**config.mk**
```make
export PLATFORM = sky130hd
export DESIGN_NAME = dual_timer_counter_unit
export DESIGN_NICKNAME = d
export VERILOG_FILES = /design/src/common/timer_pkg.sv /design/src/hdl/dual_timer_counter_unit.sv /design/src/hdl/timer_edge_sampler.sv /design/src/hdl/timer_prescaler.sv
export SDC_FILE = /design/constraint.sdc
export NUM_CORES = 1
export LEC_CHECK = 0
export BUFFER_PORTS_ARGS = -buffer_cell sky130_fd_sc_hd__buf_2
export CAP_MARGIN = 25
export CORE_MARGIN = 3
export CORE_UTILIZATION = 55
export DETAILED_ROUTE_END_ITERATION = 8
export PLACE_DENSITY = 0.86
export SLEW_MARGIN = 20
export SYNTH_ARGS = -nofsm -noshare
export SYNTH_HDL_FRONTEND = slang
export SYNTH_SLANG_ARGS = --single-unit
```
**constraint.sdc**
```tcl
create_clock -name CLOCK -period 1.55 [get_ports CLOCK]
set_input_delay 0.155 -clock CLOCK [delete_from_list [all_inputs] [get_ports CLOCK]]
set_output_delay 0.155 -clock CLOCK [all_outputs]
set_load 0.005 [all_outputs]
```
**src/common/timer_pkg.sv**
```systemverilog
// Purpose: Shared constants and carriers for the dual timer/counter unit.
// Assumes: One 200 MHz clock; software registers reach the block as ports.
// Notes:   Bit positions follow the control and mode register layouts.
package timer_pkg;

   // ==========================================================
   // Timing
   // ==========================================================
   // Peripheral clock periods per peripheral cycle.
   localparam int PER_CYCLE_CLKS = 6;
   localparam logic [2:0] PRESCALE_LAST = 3'(PER_CYCLE_CLKS - 1);

   // ==========================================================
   // Register field positions
   // ==========================================================
   // Control register: timer 0 uses bits 0,1,4,5; timer 1 bits 2,3,6,7.
   localparam int CTL_RUN0  = 4;
   localparam int CTL_FLAG0 = 5;
   localparam int CTL_RUN1  = 6;
   localparam int CTL_FLAG1 = 7;
   // Mode register nibble: bit 3 gate, bit 2 source, bits 1:0 mode.
   localparam int MOD_GATE  = 3;
   localparam int MOD_SRC   = 2;
   localparam int MOD_HI    = 1;
   localparam int MOD_LO    = 0;
   localparam int PRESC_W   = 5;

   // ==========================================================
   // Reset values
   // ==========================================================
   localparam logic [7:0] COUNT_RST = 8'h00;
   localparam logic [7:0] CTL_RST   = 8'h00;
   localparam logic [7:0] MODE_RST  = 8'h00;

   typedef enum logic [1:0] {
      MODE_13BIT,
      MODE_16BIT,
      MODE_RELOAD,
      MODE_SPLIT
   } timer_mode_e;

   // Per-timer configuration decoded from the mode nibble.
   typedef struct packed {
      logic        gate;
      logic        src_ext;
      timer_mode_e mode;
   } timer_cfg_s;

   // Software write of one count byte.
   typedef struct packed {
      logic       wr_low;
      logic       wr_high;
      logic [7:0] data;
   } count_wr_s;

   function automatic timer_cfg_s decode_nibble(input logic [3:0] nib);
      timer_cfg_s c;
      c.gate    = nib[MOD_GATE];
      c.src_ext = nib[MOD_SRC];
      c.mode    = timer_mode_e'({nib[MOD_HI], nib[MOD_LO]});
      return c;
   endfunction

endpackage

```
**src/hdl/dual_timer_counter_unit.sv**
```systemverilog
// Purpose: Two timer/counters with four modes, gating and overflow flags.
// Assumes: Software bits arrive as ports; pins synchronous to CLOCK.
// Notes:   Count byte writes should only happen with the run bit clear.
// Notes on behaviour
// - Low byte overflow bumps high byte; high overflow sets flag.
// - Setting run starts from held count, never clears bytes.
// - Counts readable anytime; software presets only while stopped (the unit also takes count writes while running).
// - Source 0 counts peripheral cycles of six clocks; 1 counts pin.
// - Pin sampled each cycle; high then low sample increments.
// - Gate clear: run alone enables; gate set adds interrupt pin.
// - Gated timer counts only while pin high and run set.
// - Rollover from all ones sets flag, raising interrupt request.
// - Mode 0: 5-bit prescaler in low byte drives high byte.
// - Mode 1: full 16-bit cascaded counter.
// - Mode 2: low byte reloads from high byte on overflow.
// - Mode 2 reload value may change anytime, used next overflow.
// - Timer 0 mode 3 splits; high byte uses timer 1 run, flag.
// - Timer 1 in mode 3 halts and holds its count.
// - Timer 0 low mode nibble, timer 1 high nibble.
// - Mode codes: 13-bit, 16-bit, reload, split or halt.
// - Flag cleared by hardware when processor vectors to it.
// - Request passes only with timer enable and global enable.
// - Timer 1 serves as baud rate source.
`timescale 1ns/100ps
module dual_timer_counter_unit (
   // Clock and reset
   input  wire logic                  CLOCK,
   input  wire logic                  RESET_N,
   // Software control
   input  wire logic [7:0]            TIMER_MODE_REG,
   input  wire logic                  RUN0,
   input  wire logic                  RUN1,
   input  wire logic                  IRQ_EN0,
   input  wire logic                  IRQ_EN1,
   input  wire logic                  GLOBAL_IRQ_EN,
   input  wire logic                  VECTOR0,
   input  wire logic                  VECTOR1,
   input  wire timer_pkg::count_wr_s  WR0,
   input  wire timer_pkg::count_wr_s  WR1,
   // Pins
   input  wire logic                  COUNT_PIN0,
   input  wire logic                  COUNT_PIN1,
   input  wire logic                  EXT_INT_PIN0,
   input  wire logic                  EXT_INT_PIN1,
   // Status
   output logic [7:0]                 COUNT_LOW0,
   output logic [7:0]                 COUNT_HIGH0,
   output logic [7:0]                 COUNT_LOW1,
   output logic [7:0]                 COUNT_HIGH1,
   output logic                       FLAG0,
   output logic                       FLAG1,
   output logic                       IRQ0,
   output logic                       IRQ1,
   output logic                       OVF_PULSE0,
   output logic                       OVF_PULSE1
);
   import timer_pkg::*;

   // ==========================================================
   // Reset synchroniser
   // ==========================================================
   logic rst_meta_r;
   logic rst_n;

   always_ff @(posedge CLOCK or negedge RESET_N) begin
      if (!RESET_N) begin
         rst_meta_r <= 1'b0;
         rst_n      <= 1'b0;
      end else begin
         rst_meta_r <= 1'b1;
         rst_n      <= rst_meta_r;
      end
   end

   // ==========================================================
   // Peripheral cycle and pin sampling
   // ==========================================================
   logic tick;
   logic fall0;
   logic fall1;

   timer_prescaler u_presc (
      .clk   (CLOCK),
      .rst_n (rst_n),
      .tick  (tick)
   );

   timer_edge_sampler u_edge0 (
      .clk   (CLOCK),
      .rst_n (rst_n),
      .tick  (tick),
      .pin   (COUNT_PIN0),
      .fall  (fall0)
   );

   timer_edge_sampler u_edge1 (
      .clk   (CLOCK),
      .rst_n (rst_n),
      .tick  (tick),
      .pin   (COUNT_PIN1),
      .fall  (fall1)
   );

   // ==========================================================
   // Configuration decode
   // ==========================================================
   timer_cfg_s cfg0;
   timer_cfg_s cfg1;
   logic       split;

   assign cfg0  = decode_nibble(TIMER_MODE_REG[3:0]);
   assign cfg1  = decode_nibble(TIMER_MODE_REG[7:4]);
   assign split = (cfg0.mode == MODE_SPLIT);

   // Counting event for a timer: source select, then run and gate.
   function automatic logic count_event(input timer_cfg_s c,
                                        input logic run,
                                        input logic gpin,
                                        input logic tk,
                                        input logic fl);
      logic src;
      src = c.src_ext ? fl : tk;
      return src & run & (~c.gate | gpin);
   endfunction

   logic ev0;
   logic ev1;
   logic ev0h;

   assign ev0  = count_event(cfg0, RUN0, EXT_INT_PIN0, tick, fall0);
   assign ev1  = (cfg1.mode != MODE_SPLIT) &
                 count_event(cfg1, RUN1, EXT_INT_PIN1, tick, fall1);
   // high byte of timer 0 borrows timer 1 run bit
   assign ev0h = split & tick & RUN1;

   // ==========================================================
   // Counters
   // ==========================================================
   logic [7:0] lo0_r, lo0_nxt, hi0_r, hi0_nxt;
   logic [7:0] lo1_r, lo1_nxt, hi1_r, hi1_nxt;
   logic       ovf0, ovf1, ovf0h, ovf1_t;

   // One timer's mode 0..3 stepping; returns {ovf, hi, lo}.
   function automatic logic [16:0] step(input timer_mode_e m,
                                        input logic [7:0] lo,
                                        input logic [7:0] hi);
      logic [16:0] r;
      r = {1'b0, hi, lo};
      unique case (m)
         MODE_13BIT: begin
            if (lo[PRESC_W-1:0] == 5'h1F) begin
               r[PRESC_W-1:0] = 5'h00;
               {r[16], r[15:8]} = {1'b0, hi} + 9'h001;
            end else begin
               r[PRESC_W-1:0] = lo[PRESC_W-1:0] + 5'h01;
            end
         end
         MODE_16BIT: begin
            r = {1'b0, hi, lo} + 17'h00001;
         end
         MODE_RELOAD: begin
            if (lo == 8'hFF) begin
               r[7:0] = hi;
               r[16]  = 1'b1;
            end else begin
               r[7:0] = lo + 8'h01;
            end
         end
         // Split low byte: plain 8-bit counter.
         MODE_SPLIT: begin
            r[7:0] = lo + 8'h01;
            r[16]  = (lo == 8'hFF);
         end
      endcase
      return r;
   endfunction

   logic [16:0] s0, s1;

   always_comb begin
      s0      = step(cfg0.mode, lo0_r, hi0_r);
      s1      = step(cfg1.mode, lo1_r, hi1_r);
      lo0_nxt = lo0_r;
      hi0_nxt = hi0_r;
      lo1_nxt = lo1_r;
      hi1_nxt = hi1_r;
      ovf0    = 1'b0;
      ovf0h   = 1'b0;
      ovf1_t  = 1'b0;
      if (ev0) begin
         lo0_nxt = s0[7:0];
         if (!split) begin
            hi0_nxt = s0[15:8];
         end
         ovf0 = s0[16];
      end
      if (ev0h) begin
         hi0_nxt = hi0_r + 8'h01;
         ovf0h   = (hi0_r == 8'hFF);
      end
      if (ev1) begin
         lo1_nxt = s1[7:0];
         hi1_nxt = s1[15:8];
         ovf1_t  = s1[16];
      end
      if (WR0.wr_low) begin
         lo0_nxt = WR0.data;
      end
      if (WR0.wr_high) begin
         hi0_nxt = WR0.data;
      end
      if (WR1.wr_low) begin
         lo1_nxt = WR1.data;
      end
      if (WR1.wr_high) begin
         hi1_nxt = WR1.data;
      end
   end

   assign ovf1 = ovf1_t | ovf0h;

   always_ff @(posedge CLOCK or negedge rst_n) begin
      if (!rst_n) begin
         lo0_r <= COUNT_RST;
         hi0_r <= COUNT_RST;
         lo1_r <= COUNT_RST;
         hi1_r <= COUNT_RST;
      end else begin
         lo0_r <= lo0_nxt;
         hi0_r <= hi0_nxt;
         lo1_r <= lo1_nxt;
         hi1_r <= hi1_nxt;
      end
   end

   // ==========================================================
   // Flags, requests and baud ticks
   // ==========================================================
   logic flag0_r, flag0_nxt, flag1_r, flag1_nxt;
   logic pulse0_r, pulse0_nxt, pulse1_r, pulse1_nxt;

   always_comb begin
      flag0_nxt  = ovf0 | (flag0_r & ~VECTOR0);
      flag1_nxt  = ovf1 | (flag1_r & ~VECTOR1);
      // timer 1 pulse serves the baud generator
      pulse0_nxt = ovf0;
      pulse1_nxt = ovf1;
   end

   always_ff @(posedge CLOCK or negedge rst_n) begin
      if (!rst_n) begin
         flag0_r  <= 1'b0;
         flag1_r  <= 1'b0;
         pulse0_r <= 1'b0;
         pulse1_r <= 1'b0;
      end else begin
         flag0_r  <= flag0_nxt;
         flag1_r  <= flag1_nxt;
         pulse0_r <= pulse0_nxt;
         pulse1_r <= pulse1_nxt;
      end
   end

   assign COUNT_LOW0  = lo0_r;
   assign COUNT_HIGH0 = hi0_r;
   assign COUNT_LOW1  = lo1_r;
   assign COUNT_HIGH1 = hi1_r;
   assign FLAG0       = flag0_r;
   assign FLAG1       = flag1_r;
   assign IRQ0        = flag0_r & IRQ_EN0 & GLOBAL_IRQ_EN;
   assign IRQ1        = flag1_r & IRQ_EN1 & GLOBAL_IRQ_EN;
   assign OVF_PULSE0  = pulse0_r;
   assign OVF_PULSE1  = pulse1_r;

   // ==========================================================
   // Checks
   // ==========================================================
   a_flag_on_ovf : assert property (@(posedge CLOCK) disable iff (!rst_n)
      ovf0 |=> FLAG0 && OVF_PULSE0)
      else $error("timer 0 overflow did not set flag");
   a_pulse_one_cycle : assert property (@(posedge CLOCK) disable iff (!rst_n)
      OVF_PULSE1 |=> !OVF_PULSE1)
      else $error("overflow pulse longer than one cycle");
   a_halt_holds : assert property (@(posedge CLOCK) disable iff (!rst_n)
      (cfg1.mode == MODE_SPLIT) && !WR1.wr_low && !WR1.wr_high
      |=> $stable(COUNT_LOW1) && $stable(COUNT_HIGH1))
      else $error("timer 1 moved while halted");
   a_stop_holds : assert property (@(posedge CLOCK) disable iff (!rst_n)
      !RUN0 && !WR0.wr_low && !WR0.wr_high && !split
      |=> $stable(COUNT_LOW0) && $stable(COUNT_HIGH0))
      else $error("timer 0 counted while stopped");
   a_gate_blocks : assert property (@(posedge CLOCK) disable iff (!rst_n)
      cfg0.gate && !EXT_INT_PIN0 |-> !ev0)
      else $error("gated timer 0 counted with pin low");
   a_reload_value : assert property (@(posedge CLOCK) disable iff (!rst_n)
      ev1 && cfg1.mode == MODE_RELOAD && lo1_r == 8'hFF && !WR1.wr_low
      |=> COUNT_LOW1 == $past(COUNT_HIGH1))
      else $error("reload did not take high byte");
   a_prescale_wrap : assert property (@(posedge CLOCK) disable iff (!rst_n)
      ev0 && cfg0.mode == MODE_13BIT && lo0_r[4:0] == 5'h1F && !WR0.wr_high
      |=> COUNT_HIGH0 == $past(hi0_r) + 8'h01)
      else $error("prescaler wrap did not step high byte");
   a_irq_gated : assert property (@(posedge CLOCK) disable iff (!rst_n)
      IRQ1 |-> FLAG1 && IRQ_EN1 && GLOBAL_IRQ_EN)
      else $error("request without both enables");
   a_vector_clears : assert property (@(posedge CLOCK) disable iff (!rst_n)
      VECTOR0 && !ovf0 |=> !FLAG0)
      else $error("vector did not clear flag");
endmodule

```
**src/hdl/timer_edge_sampler.sv**
```systemverilog
// Purpose: Samples a count pin once per peripheral cycle, flags falls.
// Assumes: Pin is synchronous to CLOCK; tick marks a peripheral cycle.
// Notes:   A fall is a high sample followed by a low sample.
`timescale 1ns/100ps
module timer_edge_sampler (
   // Clock and reset
   input  wire logic clk,
   input  wire logic rst_n,
   // Sampling
   input  wire logic tick,
   input  wire logic pin,
   // Result
   output logic      fall
);
   logic prev_r;
   logic prev_nxt;
   logic fall_r;
   logic fall_nxt;

   always_comb begin
      prev_nxt = prev_r;
      fall_nxt = 1'b0;
      if (tick) begin
         prev_nxt = pin;
         fall_nxt = prev_r & ~pin;
      end
   end

   always_ff @(posedge clk or negedge rst_n) begin
      if (!rst_n) begin
         prev_r <= 1'b0;
         fall_r <= 1'b0;
      end else begin
         prev_r <= prev_nxt;
         fall_r <= fall_nxt;
      end
   end

   assign fall = fall_r;

   a_fall_needs_tick : assert property (@(posedge clk) disable iff (!rst_n)
      fall |-> $past(tick) && !$past(pin))
      else $error("fall pulse without a low sample on a tick");
endmodule

```
**src/hdl/timer_prescaler.sv**
```systemverilog
// Purpose: Divides CLOCK into one-clock peripheral cycle ticks.
// Assumes: Runs freely from reset.
// Notes:   One tick every PER_CYCLE_CLKS clocks.
`timescale 1ns/100ps
module timer_prescaler (
   // Clock and reset
   input  wire logic clk,
   input  wire logic rst_n,
   // Tick
   output logic      tick
);
   import timer_pkg::*;
   logic [2:0] cnt_r;
   logic [2:0] cnt_nxt;

   always_comb begin
      if (cnt_r == PRESCALE_LAST) begin
         cnt_nxt = 3'h0;
      end else begin
         cnt_nxt = cnt_r + 3'h1;
      end
   end

   always_ff @(posedge clk or negedge rst_n) begin
      if (!rst_n) begin
         cnt_r <= 3'h0;
      end else begin
         cnt_r <= cnt_nxt;
      end
   end

   assign tick = (cnt_r == PRESCALE_LAST);

   a_tick_period : assert property (@(posedge clk) disable iff (!rst_n)
      tick |=> !tick [*5] ##1 tick)
      else $error("tick period is not six clocks");
endmodule

```
==> flow_metrics.tcl, run 1 <==
set metrics [dict create \
    outcome "did not finish" \
    failing_step "5_1_grt" \
    error_line "[ERROR GRT-0232] Routing congestion too high. Check the congestion heatmap in the GUI." \
    synth_area_leaders "dfrtp_1 34%, ha_1 5.2%, nand2_1 3.6%, nor2_1 3.6%, o21ai_0 3.4%" \
    synthArstFlopShare 1.00 \
    grt_max_degree 21 \
    synthCells 396 \
    grt_usage 0.922 \
    ys_seq_area_frac 0.336 \
    synth_top_cell_area_share 0.336 \
    ios 79 \
    syn-num-nets 451 \
    worst_endpoint "COUNT_HIGH1[5]$_DFFE_PN0P_/D" \
    yosys_register_bits 45 \
    cts_max_level 2 \
    clock-root-buffer "clkbuf_8" \
    dieWidth_um 84.0 \
    numCtsBuffers 5 \
    initial_utilization 0.586 \
    row_count 27 \
    synth_area_per_cell_um2 8.46 \
    ys_warn_count 0 \
    post-place-ws_ps -380 \
    grt_overflow 379 \
    fp.dieH_um 84.0 \
    synth_top_area_cell "dfrtp_1" \
    hpwl_um 9340 \
    endpoint_type "register input" \
    cts_max_path_buffers 2 \
    synth_area_um2 3350 \
    synth_edf_count 0 \
    postPlaceCellArea_um2 4640 \
    yosys.cell_types.count 62 \
    synth-main-ff-cell "dfrtp_1" \
    io_buffers 78 \
    gp_congestion 0.998 \
    clock-sinks 45 \
]
-- Yosys cell counts (5+ instances only) --
cell,number
nor2_1,32
xnor2_1,6
nor4_1,6
a21o_1,5
a221oi_1,6
nor3_1,6
a311oi_1,6
mux2_2,7
nand2_1,32
inv_1,20
nor2b_1,7
o31ai_1,11
and2_1,5
dfrtp_1,45
a21oi_1,18
clkbuf_1,15
xor2_1,5
o21ai_0,23
ha_1,14
nand3_1,19
nand4_1,14
a31oi_1,9
and3_1,8
-- metrics by stage --
stage / setup TNS [ps] / std cells
CTS: -6580 / 655
detailed placement: -9250 / 631
global placement: -7110 / 631
floorplan: -4920 / 396
-- metal layers --
| layer | GRT overflow | GRT usage |
|---|---|---|
| met3 | 2 | 0.731 |
| met5 | 1 | 0.235 |
| met2 | 253 | 1.14 |
| met1 | 2 | 0.865 |
| met4 | 121 | 1.03 |
-- cell families after synthesis --
logic type	after synthesis	synth area share
xor+xnor	11	0.0288
mux	10	0.0325
fa+ha+maj	14	0.0523
compound gates	123	0.264
simple gates	150	0.234
other cells	1	0.00112
flops	45	0.336
buf+inv	42	0.0508
-- what timing repair did --
item                                    in CTS
pin swaps                                   42
endpoints found under the setup margin      36
cloned                                       1
resized for setup                           85
setup buffers                               16
hold buffers                                 1
hold endpoints to repair                     2
==> run 2, diff against run 1 <==
--- a/config.mk
+++ b/config.mk
@@ -8,9 +8,9 @@
 export BUFFER_PORTS_ARGS = -buffer_cell sky130_fd_sc_hd__buf_2
 export CAP_MARGIN = 25
 export CORE_MARGIN = 3
-export CORE_UTILIZATION = 55
+export CORE_UTILIZATION = 40
 export DETAILED_ROUTE_END_ITERATION = 8
-export PLACE_DENSITY = 0.86
+export PLACE_DENSITY_LB_ADDON = 0.15
 export SLEW_MARGIN = 20
 export SYNTH_ARGS = -nofsm -noshare
 export SYNTH_HDL_FRONTEND = slang
==> run 2 against run 1 <==
The flow now finishes, with violations (negative setup slack). Synthesized cell count unchanged. Synthesized area is the same.
==> flow_metrics.tcl, run 2 <==
set metrics [dict create \
    outcome "finished, violations left" \
    violations "negative setup slack" \
    grt_max_degree 44 \
    synthTopCellsByCount "45 x dfrtp_1, 32 x nand2_1, 32 x nor2_1, 23 x o21ai_0, 20 x inv_1" \
    synth_area_per_cell_um2 8.46 \
    dr.pass1.iters 6 \
    yosys.cell_types.count 62 \
    synth_top_area_cell "dfrtp_1" \
    max_freq_mhz 531 \
    antenna_found_initial 0 \
    grt_pass1_wl_um 19500 \
    synth_adder_area_share 0.0523 \
    fin_util 0.713 \
    nets 650 \
    synth-main-ff-cell "dfrtp_1" \
    irDropWorstVdd_uv 370 \
    critPathMaxStageDelay_ps 430 \
    final_common_cell "buf_4" \
    worst-path-buf-inv 2 \
    clock-root-buffer "clkbuf_8" \
    row_count 32 \
    worstSetupPathType "reg -> reg" \
    crit_path_cell_trace "ha_4 > and3_4 > ha_4 > buf_4 > o21ai_4 > inv_1 > a22o_1 > a221o_1" \
    min-delay-path-class "in -> reg" \
    die-area_um2 9500 \
    fp.dieH_um 97.5 \
    synth_area_leaders "dfrtp_1 34%, ha_1 5.2%, nand2_1 3.6%, nor2_1 3.6%, o21ai_0 3.4%" \
    cts_max_level 2 \
    gp_congestion 0.935 \
    crit_fanout 4 \
    area_growth_pct 68.8 \
    syn-num-nets 451 \
    maxCapViolCount 0 \
    critPathMostFrequentCell "ha_4" \
    timing.critical_path.required_ps 1740 \
    yosys_register_bits 45 \
    initial_utilization 0.422 \
    pwr-share-seq 0.374 \
    ys_seq_area_frac 0.336 \
    insertion_delay_ps 310 \
    drtAntennaViolNets 0 \
    crit_path_end_kind "register" \
    numCtsBuffers 5 \
    core_um2 7930 \
    clockPowerShare 0.266 \
    slowest_stage "dfrtp_2" \
    io_buffers 78 \
    path_delay_family "compound AO/OA/AOI/OAI gates" \
    synthArstFlopShare 1.00 \
    r2r_setup_slack_ps -330 \
    finalWirelength_um 13200 \
    tritoncts "yes" \
    dieWidth_um 97.5 \
    fin_crit_ps 1880 \
    power_density_nw_per_um2 653 \
    cts_max_path_buffers 2 \
    synth_area_um2 3350 \
    drc 0 \
    switching_share 0.337 \
    synth_edf_count 0 \
    vias 4158 \
    grt_usage 0.250 \
    viasPerCell 5.96 \
    final_cell_mix "110 x buf_4, 79 x buf_2, 37 x dfrtp_1" \
    synth-xor-area-share 0.0288 \
    period_share 1.22 \
    drive_above_1_share 0.549 \
    grt_pass1_vias 3935 \
    setup_slack_ps -334 \
    clock-sinks 45 \
    clk_pin_slew_ps 90 \
    synth_mux_area_frac 0.0325 \
    synth.most_common_cell "dfrtp_1" \
    pwr-share-comb 0.360 \
    synth_top_family_by_area "compound AO/OA/AOI/OAI gates" \
    ios 79 \
    p_int_mw 2.45 \
    slew_viol_final 0 \
    fin_setup_tns_ps -7680 \
    hold_viol 0 \
    crit_arrival_ps 2080 \
    worst_setup_path_start_kind "register" \
    synthCells 396 \
    n_antenna_cell 0 \
    dr.first_iter.drc_count 278 \
    grt_overflow 0 \
    hpwl_um 9140 \
    finalSetupViolCount 36 \
    finalClockSkew_ps 12.2 \
    synth-simple-area-share 0.234 \
    ys_warn_count 0 \
    post_drt_wl_per_cell_um 18.9 \
    p_leak_nw 2.55 \
    grt_setup_unrepaired "true" \
    synth_compound_area_frac 0.264 \
    synth_top_cell_area_share 0.336 \
    switchingPower_mw 1.24 \
]
-- run 2: metrics by stage --
stage	hold WS [ps]	cell area, um^2	setup WS (ps)	cells	power (mW)
floorplan	-141	3480	-295	396	1.90
global placement	-58.9	4740	-319	667	2.44
detailed placement	-56.9	4740	-350	667	2.46
CTS	1.15	5230	-316	684	3.53
global route	4.37	5650	-432	698	3.86
finish	11.4	5650	-334	698	3.69
-- run 2: what timing repair did --
action / in CTS / in global routing
setup buffers: 8 / 17
endpoints found under the setup margin: 36 / 36
resized for setup: 70 / 72
hold endpoints to repair: 2 / 1
hold buffers: 1 / 1
cloned: 1 / 1
pin swaps: 26 / 32
-- run 2: area by class of cell --
type | count | area, um^2
Clock inverter | 2 | 37.5
Multi-Input combinational cell | 310 | 2690
Sequential cell | 45 | 1140
Timing Repair Buffer | 212 | 1490
Inverter | 21 | 88.8
Tap cell | 102 | 128
Fill cell | 601 | 2280
Clock buffer | 6 | 82.6
-- run 2: power by group through the flow --
stage,Sequential [mW],Clock [mW],Combinational (mW)
2_1_floorplan,1.44,0,0.458
3_3_place_gp,1.39,0,1.05
3_5_place_dp,1.39,0,1.06
4_1_cts,1.37,0.992,1.16
5_1_grt,1.39,1.04,1.43
6_report,1.38,0.983,1.33
-- run 2: metal layers --
| metal | track usage | vias up | share of wire |
|---|---|---|---|
| met1 | 0.306 | 1996 | 0.40 |
| li1 | - | 1912 | - |
| met5 | 0 | - | 0 |
| met4 | 0.100 | 0 | 0.044 |
| met2 | 0.435 | 200 | 0.49 |
| met3 | 0.0388 | 50 | 0.070 |
-- run 2: final timing paths --
check,cells past startpoint,startpoint,end
setup / recovery,8,COUNT_LOW1[0]$_DFFE_PN0P_,COUNT_HIGH1[5]$_DFFE_PN0P_
hold / removal,2,COUNT_PIN1,u_edge1.fall$_DFF_PN0_
setup reg to reg,8,COUNT_LOW1[0]$_DFFE_PN0P_,COUNT_HIGH1[5]$_DFFE_PN0P_
hold reg to reg,1,rst_n$_DFF_PN0_,COUNT_HIGH0[0]$_DFFE_PN0P_
max in group asynchronous,1,rst_n$_DFF_PN0_,COUNT_LOW0[4]$_DFFE_PN0P_
min in group asynchronous,2,RESET_N,rst_n$_DFF_PN0_
-- run 2: worst register-to-register path: cells and delay by family (launching register included) --
kind	cells	cell delay, ps
AOI/OAI and AO/OA	3	600
adders and majority gates	2	340
buffers and inverters	2	220
DFF	1	430
and+or+nand+nor	1	180
-- run 2: cell families after synthesis --
logic type / Yosys count
and+or+nand+nor: 150
AOI/OAI and AO/OA: 123
DFF: 45
buffers and inverters: 42
adders and majority gates: 14
xor gates and xnor gates: 11
muxes: 10
other: 1
(Power assumes the default switching activity.)
